File: config.mk
export PLATFORM = sky130hd
export DESIGN_NAME = lsr_ctrl
export DESIGN_NICKNAME = d
export VERILOG_FILES = /design/src/hw/lsr_ctrl.v /design/src/hw/lsr_ctrl_timer.v
export VERILOG_INCLUDE_DIRS = /design/src /design/src/hw
export SDC_FILE = /design/constraint.sdc
export NUM_CORES = 1
export LEC_CHECK = 0
export CORE_MARGIN = 5
export CORE_UTILIZATION = 36
export DETAILED_ROUTE_END_ITERATION = 12
export DONT_BUFFER_PORTS = 1
export PLACE_DENSITY = 0.49
export SETUP_SLACK_MARGIN = 0.05
export SLEW_MARGIN = 20
export SYNTH_ARGS = -nofsm -noshare
export SYNTH_HDL_FRONTEND = slang
export SYNTH_SLANG_ARGS = --single-unit
File: constraint.sdc
create_clock -name core_clk -period 1.8 [get_ports core_clk]
set_input_delay 0 -clock core_clk [delete_from_list [all_inputs] [get_ports core_clk]]
set_output_delay 0 -clock core_clk [all_outputs]
set_load 0.005 [all_outputs]
File: src/hw/lsr_ctrl_map.vh
/*
 * Constants for the host-side controller of the latched 2K x 8 static memory:
 * geometry, grade-dependent timing figures in ns, state codes.
 * Assumes a 250 MHz core clock; the cycle counts are derived in the controller.
 */
`ifndef LSR_CTRL_MAP_VH
`define LSR_CTRL_MAP_VH

// ==========================================================
// geometry
`define LSR_ADDR_W 11
`define LSR_DATA_W 8
`define LSR_WORDS 2048

// ==========================================================
// clock
`define LSR_CLK_PERIOD_NS 4

// ==========================================================
// timing, fast grade (ns)
`define LSR_F_ADDR_HOLD_NS 30
`define LSR_F_ACCESS_NS 120
`define LSR_F_E_LOW_NS 120
`define LSR_F_E_HIGH_NS 50
`define LSR_F_W_LOW_NS 120
`define LSR_F_DSETUP_NS 50
`define LSR_F_CYCLE_NS 170
`define LSR_F_OFF_NS 50

// ==========================================================
// timing, slow grade (ns)
`define LSR_S_ADDR_HOLD_NS 50
`define LSR_S_ACCESS_NS 200
`define LSR_S_E_LOW_NS 200
`define LSR_S_E_HIGH_NS 80
`define LSR_S_W_LOW_NS 200
`define LSR_S_DSETUP_NS 80
`define LSR_S_CYCLE_NS 280
`define LSR_S_OFF_NS 80

// ==========================================================
// grade independent (ns)
`define LSR_G_VALID_NS 80
`define LSR_DHOLD_NS 10

// ==========================================================
// states
`define LSR_ST_IDLE 3'h0
`define LSR_ST_SETUP 3'h1
`define LSR_ST_LOW 3'h2
`define LSR_ST_HOLD 3'h3
`define LSR_ST_HIGH 3'h4

`endif

File: src/hw/lsr_ctrl.v
/*
 * Host controller for a latched-address 2K x 8 static memory. Takes one read
 * or write request at a time and sequences chip_on_n, store_n, out_drive_n,
 * address and data pins with grade-correct minimum intervals.
 * Assumes inputs synchronous to core_clk (250 MHz) and a memory that behaves
 * as its timing table promises.
 */
`timescale 1ns/1ps
`default_nettype none
`include "lsr_ctrl_map.vh"

// Operation
// RULE1 - memory holds 2048 bytes at 11-bit addresses; host addresses all of them
// RULE2 - address stable no later than chip_on_n falling edge; memory latches it
// RULE3 - address may change only after hold interval past the falling edge
// RULE4 - read data valid by access time after chip_on_n falls
// RULE5 - store_n stays high throughout every read cycle
// RULE6 - memory releases data bus within off time after chip_on_n rises
// RULE7 - out_drive_n high keeps memory outputs off; valid 80 ns after low
// RULE8 - write cycle begins, and address latches, on chip_on_n falling edge
// RULE9 - host may keep out_drive_n high across a write cycle
// RULE10 - write data stable setup time before ending edge until 10 ns after
// RULE11 - never let chip_on_n and out_drive_n both fall before store_n
// RULE12 - if chip_on_n rises first, data timing references its rising edge
// RULE13 - write commits at first rising edge of store_n or chip_on_n
// RULE14 - chip_on_n stays high at least the minimum before next cycle
// RULE15 - store_n may stay low across back-to-back writes, one location each
// RULE16 - with store_n held low, data timing references each chip_on_n rise
// RULE17 - successive chip_on_n falling edges spaced at least the cycle time
// RULE18 - chip_on_n held low at least the minimum pulse width
// RULE19 - store_n held low at least the minimum write pulse width
// RULE20 - store_n falling with outputs on turns them off within off time
// RULE21 - data bus modelled as in lane, out lane and enable flag
module lsr_ctrl #(
    parameter SLOW_GRADE = 0,
    parameter ADDR_W = `LSR_ADDR_W,
    parameter DATA_W = `LSR_DATA_W
) (
    input wire core_clk,
    input wire resetn,
    input wire reqValid,
    input wire reqWrite,
    input wire reqBurst,
    input wire [ADDR_W-1:0] reqAddr,
    input wire [DATA_W-1:0] reqWdata,
    output reg reqReady,
    output reg rspValid,
    output reg [DATA_W-1:0] rspRdata,
    output reg chipOnN,
    output reg storeN,
    output reg outDriveN,
    output reg [ADDR_W-1:0] memAddr,
    output reg [DATA_W-1:0] memDataOut,
    output reg memDataOeN,
    input wire [DATA_W-1:0] memDataIn
);
    // ======================================================
    // cycle counts; minimums round up
    localparam integer P = `LSR_CLK_PERIOD_NS;
    localparam integer HOLD_NS = SLOW_GRADE ? `LSR_S_ADDR_HOLD_NS : `LSR_F_ADDR_HOLD_NS;
    localparam integer ACC_NS = SLOW_GRADE ? `LSR_S_ACCESS_NS : `LSR_F_ACCESS_NS;
    localparam integer ELOW_NS = SLOW_GRADE ? `LSR_S_E_LOW_NS : `LSR_F_E_LOW_NS;
    localparam integer EHIGH_NS = SLOW_GRADE ? `LSR_S_E_HIGH_NS : `LSR_F_E_HIGH_NS;
    localparam integer WLOW_NS = SLOW_GRADE ? `LSR_S_W_LOW_NS : `LSR_F_W_LOW_NS;
    localparam integer DSU_NS = SLOW_GRADE ? `LSR_S_DSETUP_NS : `LSR_F_DSETUP_NS;
    localparam integer CYC_NS = SLOW_GRADE ? `LSR_S_CYCLE_NS : `LSR_F_CYCLE_NS;
    localparam integer OFF_NS = SLOW_GRADE ? `LSR_S_OFF_NS : `LSR_F_OFF_NS;
    localparam integer HOLD_CYC = (HOLD_NS + P - 1) / P;
    localparam integer ELOW_RAW = (ELOW_NS + P - 1) / P;
    localparam integer WLOW_CYC = (WLOW_NS + P - 1) / P;
    localparam integer DSU_CYC = (DSU_NS + P - 1) / P;
    localparam integer VAL_CYC = (`LSR_G_VALID_NS + P - 1) / P;
    localparam integer ACC_CYC = (ACC_NS + P - 1) / P;
    // read needs the slower of address access and output-drive valid, plus one for the sample
    localparam integer RD_RAW = ((ACC_CYC > VAL_CYC + 1) ? ACC_CYC : VAL_CYC + 1) + 1;
    localparam integer LOW1 = (ELOW_RAW > RD_RAW) ? ELOW_RAW : RD_RAW;
    localparam integer LOW2 = (LOW1 > WLOW_CYC) ? LOW1 : WLOW_CYC;
    localparam integer LOW_CYC = (LOW2 > DSU_CYC) ? LOW2 : DSU_CYC;
    localparam integer DH_CYC = (`LSR_DHOLD_NS + P - 1) / P;
    localparam integer OFF_CYC = (OFF_NS + P - 1) / P;
    localparam integer EH1 = (EHIGH_NS + P - 1) / P;
    localparam integer EH2 = (EH1 > OFF_CYC) ? EH1 : OFF_CYC;
    localparam integer EH3 = (EH2 > DH_CYC) ? EH2 : DH_CYC;
    // high time also pads the falling-edge spacing up to the full cycle time
    localparam integer CYC_CYC = (CYC_NS + P - 1) / P;
    localparam integer HIGH_CYC = (CYC_CYC - LOW_CYC - 1 > EH3) ? CYC_CYC - LOW_CYC - 1 : EH3;
    localparam integer TW = 8;

    reg [2:0] state_r;
    reg [2:0] state_nxt;
    reg isWrite_r;
    reg burst_r;
    reg [ADDR_W-1:0] holdAddr_r;
    reg [DATA_W-1:0] holdData_r;
    reg tLoad;
    reg [TW-1:0] tValue;
    reg [TW-1:0] holdCount_r;
    wire tDone;

    lsr_ctrl_timer #(
        .W(TW)
    ) u_timer (
        .core_clk(core_clk),
        .resetn(resetn),
        .load(tLoad),
        .loadValue(tValue),
        .done(tDone)
    );

    // ======================================================
    // next state
    always @* begin
        state_nxt = state_r;
        tLoad = 1'b0;
        tValue = {TW{1'b0}};
        case (state_r)
            `LSR_ST_IDLE: begin
                if (reqValid) begin
                    state_nxt = `LSR_ST_SETUP;
                end
            end
            `LSR_ST_SETUP: begin
                // address and store_n settled one cycle ahead of the falling edge
                state_nxt = `LSR_ST_LOW;
                tLoad = 1'b1;
                tValue = LOW_CYC[TW-1:0] - 8'h01;
            end
            `LSR_ST_LOW: begin
                if (tDone) begin
                    state_nxt = `LSR_ST_HIGH;
                    tLoad = 1'b1;
                    tValue = HIGH_CYC[TW-1:0] - 8'h01;
                end
            end
            `LSR_ST_HIGH: begin
                if (tDone) begin
                    state_nxt = `LSR_ST_IDLE;
                end
            end
            default: begin
                state_nxt = `LSR_ST_IDLE;
            end
        endcase
    end

    // ======================================================
    // pins and handshake
    always @(posedge core_clk) begin
        if (!resetn) begin
            state_r <= `LSR_ST_IDLE;
            isWrite_r <= 1'b0;
            burst_r <= 1'b0;
            holdAddr_r <= {ADDR_W{1'b0}};
            holdData_r <= {DATA_W{1'b0}};
            holdCount_r <= {TW{1'b0}};
            reqReady <= 1'b0;
            rspValid <= 1'b0;
            rspRdata <= {DATA_W{1'b0}};
            chipOnN <= 1'b1;
            storeN <= 1'b1;
            outDriveN <= 1'b1;
            memAddr <= {ADDR_W{1'b0}};
            memDataOut <= {DATA_W{1'b0}};
            memDataOeN <= 1'b1;
        end else begin
            state_r <= state_nxt;
            rspValid <= 1'b0;
            reqReady <= (state_nxt == `LSR_ST_IDLE);
            if (holdCount_r != {TW{1'b0}}) begin
                holdCount_r <= holdCount_r - 8'h01;
            end
            case (state_r)
                `LSR_ST_IDLE: begin
                    if (reqValid) begin
                        reqReady <= 1'b0;
                        isWrite_r <= reqWrite;
                        burst_r <= reqWrite & reqBurst;
                        holdAddr_r <= reqAddr;
                        holdData_r <= reqWdata;
                        memAddr <= reqAddr; // RULE1 RULE2
                        if (reqWrite) begin
                            storeN <= 1'b0; // RULE11 RULE15
                            memDataOut <= reqWdata;
                            memDataOeN <= 1'b0; // RULE21
                            outDriveN <= 1'b1; // RULE9 RULE20
                        end else begin
                            storeN <= 1'b1; // RULE5
                            memDataOeN <= 1'b1; // RULE21
                        end
                    end else if (!burst_r) begin
                        storeN <= 1'b1;
                    end
                end
                `LSR_ST_SETUP: begin
                    chipOnN <= 1'b0; // RULE8 RULE2
                    holdCount_r <= HOLD_CYC[TW-1:0]; // RULE3
                    if (!isWrite_r) begin
                        outDriveN <= 1'b0; // RULE7
                    end
                end
                `LSR_ST_LOW: begin
                    // address held at least the hold interval past the fall
                    if (holdCount_r == {TW{1'b0}}) begin
                        memAddr <= holdAddr_r; // RULE3
                    end
                    if (tDone) begin
                        // write ends on chip_on_n rising; data held through high phase
                        chipOnN <= 1'b1; // RULE13 RULE12 RULE16 RULE18 RULE19
                        outDriveN <= 1'b1; // RULE6
                        if (!isWrite_r) begin
                            rspRdata <= memDataIn; // RULE4
                        end
                        if (!burst_r) begin
                            storeN <= 1'b1;
                        end
                    end
                end
                `LSR_ST_HIGH: begin
                    // keep driving write data for its hold, then release
                    memDataOut <= holdData_r; // RULE10
                    if (tDone) begin
                        memDataOeN <= 1'b1; // RULE14 RULE17
                        rspValid <= 1'b1;
                    end
                end
                default: begin
                    chipOnN <= 1'b1;
                end
            endcase
        end
    end
endmodule
`default_nettype wire

File: src/hw/lsr_ctrl_timer.v
/*
 * Down counter used to time strobe intervals of the memory cycle.
 * Assumes load and loadValue inputs synchronous to core_clk.
 */
`timescale 1ns/1ps
`default_nettype none
module lsr_ctrl_timer #(
    parameter W = 8
) (
    input wire core_clk,
    input wire resetn,
    input wire load,
    input wire [W-1:0] loadValue,
    output wire done
);
    reg [W-1:0] count_r;

    always @(posedge core_clk) begin
        if (!resetn) begin
            count_r <= {W{1'b0}};
        end else if (load) begin
            count_r <= loadValue;
        end else if (count_r != {W{1'b0}}) begin
            count_r <= count_r - {{(W-1){1'b0}}, 1'b1};
        end
    end

    assign done = (count_r == {W{1'b0}});
endmodule
`default_nettype wire

==> results.md <==
- Outcome: complete, but fails checks
- Failing checks: hold timing
- Filler cells: 804
- Yosys reg bits: 73
- Netlist cell types: 44
- Worst path cell trace: or4_4 > o41ai_4 > buf_6 > clkbuf_16 > o21ai_0 > a21oi_1
- Initial antenna violation count: 0
- Die W: 101.7 um
- Area contributors post-synth: dfxtp_1 48%, mux2i_1 10%, a21oi_1 6.4%
- VDD IR max: 0.0005276 V
- CTS tree: yes
- Non-Filler Instances: 497
- P_sw: 1.954 mW
- RSZ-0062 raised after global routing: true
- Max stage delay cell, worst path: or4_4
- Part of the power in registers: 38.7%
- Sw Ratio: 35.00%
- Internal power: 3.628 mW
- Power per Cell Area: 1434 mW/mm^2
- Post-layout util: 47.36%
- Sequential element share of the synthesized area: 48.24%
- Drt total wl: 7613 um
- Mapped cell area: 0.003029 mm^2
- Die H: 101.7 um
- Antenna cells: 0
- Remaining Overflow, GRT: 0
- Port bufs: 0
- Nets: 421
- Fmax: 0.5779 GHz
- Routed WL per cell: 15.32 um
- Setup TNS: 0 ps
- Total CTS buffers: 9
- TritonRoute pass-1 iters: 4
- Num ports: 65
- CP Class: reg -> reg
- Largest net degree at the start of global routing: 24
- Vias per Instance: 5.076
- Site Rows: 33
- WP data arrival: 2020 ps
- Startpoint types: flop
- Worst rel slew slack: 74.27%
- Share of cells above drive strength 1: 13.78%
- Tot Pwr: 5.582 mW
- Max Buffers Root-to-Sink: 2
- Clk Latency, worst-skew pair: 340 ps
- Max-slew violation total from the final report: 0
- Vias in the first global route: 2445
- Worst-margin pin slew: 382.5 ps
- Overall Global Routing Usage: 15.14%
- Period utilization: 96.14%
- Clk pwr share: 23.5%
- DRC: 0
- Mapped Cells: 340
- Syn Area/Cell: 8.909 um^2
- Root buffer cell: clkbuf_8
- Iter 0 DRT Violations: 119
- Leak: 1.617 nW
- Hold WC Path Type: in -> reg
- Ys Warns: 0
- Global-route wire length before repair: 12280 um
- H-tree level count: 3
- Post-synth top area cell: dfxtp_1
- Core box area: 0.008217 mm^2
- Ys async rst share: 0%
- Total die area: 0.01035 mm^2
- Max_cap viols: 0
- Max incr delay on CP: 540 ps
- Final ANT Viol Nets: 0
- Logic pwr share: 37.7%
- Synth top area share: 48.24%
- Dpl cells: 443
- Clk sinks: 73
- Cts hold-fix bufs: 32
- Tmin final: 1731 ps
- Main flop type after synthesis: dfxtp_1
- Area grow syn2layout: 28.46%
- DP Wirelength: 4883 um
- Clock-pin slew on the worst setup and hold paths: 90 ps
- Post-synth EDFFs: 0
- DR vias: 2523
- Syn nets: 374
- CP Max Fanout: 5
- Placer Congestion: 0.8132
- Worst path required time: 2090 ps
- Fin Hold WS: -264.4 ps
- Initial Util: 36.87%
- Hold Violations, Final: 30
- Skew final: 7.763 ps
- R2R setup slack: 70 ps
- Setup crit end kind: flop
- Final number of setup-violating endpoints: 0
stage by stage:
step           area [um^2]  worst slack [ps]
3_3_place_gp          3261             67.33
6_report              3891             69.49
2_1_floorplan         3029             82.57
3_5_place_dp          3261             36.08
5_1_grt               3891            -15.94
4_1_cts               3786             77.48
layout by cell type (no fill, tap or decap), types with 6 or more instances in the layout:
cell,count
o21ai_0,16
clkbuf_8,9
mux2i_1,31
buf_4,19
dlygate4sd3_1,32
nor2_1,35
a211oi_1,11
nand2_1,48
dfxtp_1,72
inv_1,6
a21oi_1,39
cell type report:
type	instances	area (um^2)	share of cell area, %
Clock inverter	7	77.57	1.994
Multi-Input combinational cell	238	1474	37.88
Inverter	7	26.28	0.6752
Timing Repair Buffer	58	595.6	15.31
Tap cell	105	131.4	3.376
Clock buffer	9	123.9	3.183
Sequential cell	73	1463	37.59
cells by family (layout without fill, tap and decap cells):
group	after synthesis	count (layout)	synth area share, %
AO/OA/AOI/OAI	81	81	16.36
XOR/XNOR	6	6	1.735
adder cells (fa/ha/maj)	2	2	0.8260
buffers and inverters	29	81	4.378
flip-flops	73	73	48.24
multiplexers	32	32	10.62
AND/OR/NAND/NOR	117	117	17.84
power by group through the flow:
stage | clock network (mW) | registers (mW) | logic [mW]
floorplan | 0 | 2.15 | 1.33
global placement | 0 | 2.19 | 1.80
detailed placement | 0 | 2.19 | 1.82
CTS | 1.35 | 2.16 | 1.91
global route | 1.42 | 2.21 | 2.36
finish | 1.31 | 2.16 | 2.11
worst paths after layout:
path / start / to / depth (start not counted)
worst min-delay path: resetn / memDataOeN / 1
worst max register to register: holdCount_r[5] / memAddr[10] / 6
worst min register to register: holdData_r[7] / holdData_r[7] / 2
worst max-delay path: holdCount_r[5] / memAddr[10] / 6
worst max-delay path, delay by kind of cell (launching register included):
family | cells | cell delay, ps
AO/OA/AOI/OAI | 3 | 490
flip-flops | 1 | 340
AND/OR/NAND/NOR | 1 | 540
buffers and inverters | 2 | 310
per-layer routing:
metal	vias up	share of wire (%)	GRT usage (%)	routed length [um]
met2	51	45	22.94	3430
met1	1174	48	20.51	3644
met5	-	0	0	0
met3	9	5.5	3.926	420
li1	1289	-	-	-
met4	0	1.5	6.135	118
cell usage after synthesis (3+ instances only):
| library cell | n |
|---|---|
| dfxtp_1 | 73 |
| nand2_1 | 48 |
| a21oi_1 | 39 |
| nor2_1 | 35 |
| mux2i_1 | 31 |
| o21ai_0 | 16 |
| clkbuf_1 | 14 |
| a211oi_1 | 11 |
| nor3_1 | 8 |
| inv_1 | 6 |
| xnor2_1 | 5 |
| buf_2 | 4 |
| nand2b_1 | 4 |
| nand3_1 | 3 |
| nor4_1 | 3 |
sequential cells by signal (all words and copies together) (netlist names), 3 cells and up:
register         flops
rspRdata             8
memAddr             11
holdData_r           8
memDataOut           8
holdCount_r          8
state_r              3
u_timer.count_r      8
holdAddr_r          11
timing repair:
| action | in CTS | in global routing |
|---|---|---|
| endpoints found under the setup margin | 15 | 22 |
| pin swaps | 0 | 1 |
| resized for setup | 1 | 7 |
| buffers inserted | 0 | 4 |
| hold endpoints to repair | 68 | 30 |
| cloned | 0 | 2 |
Power figures use the tool's default switching activity.
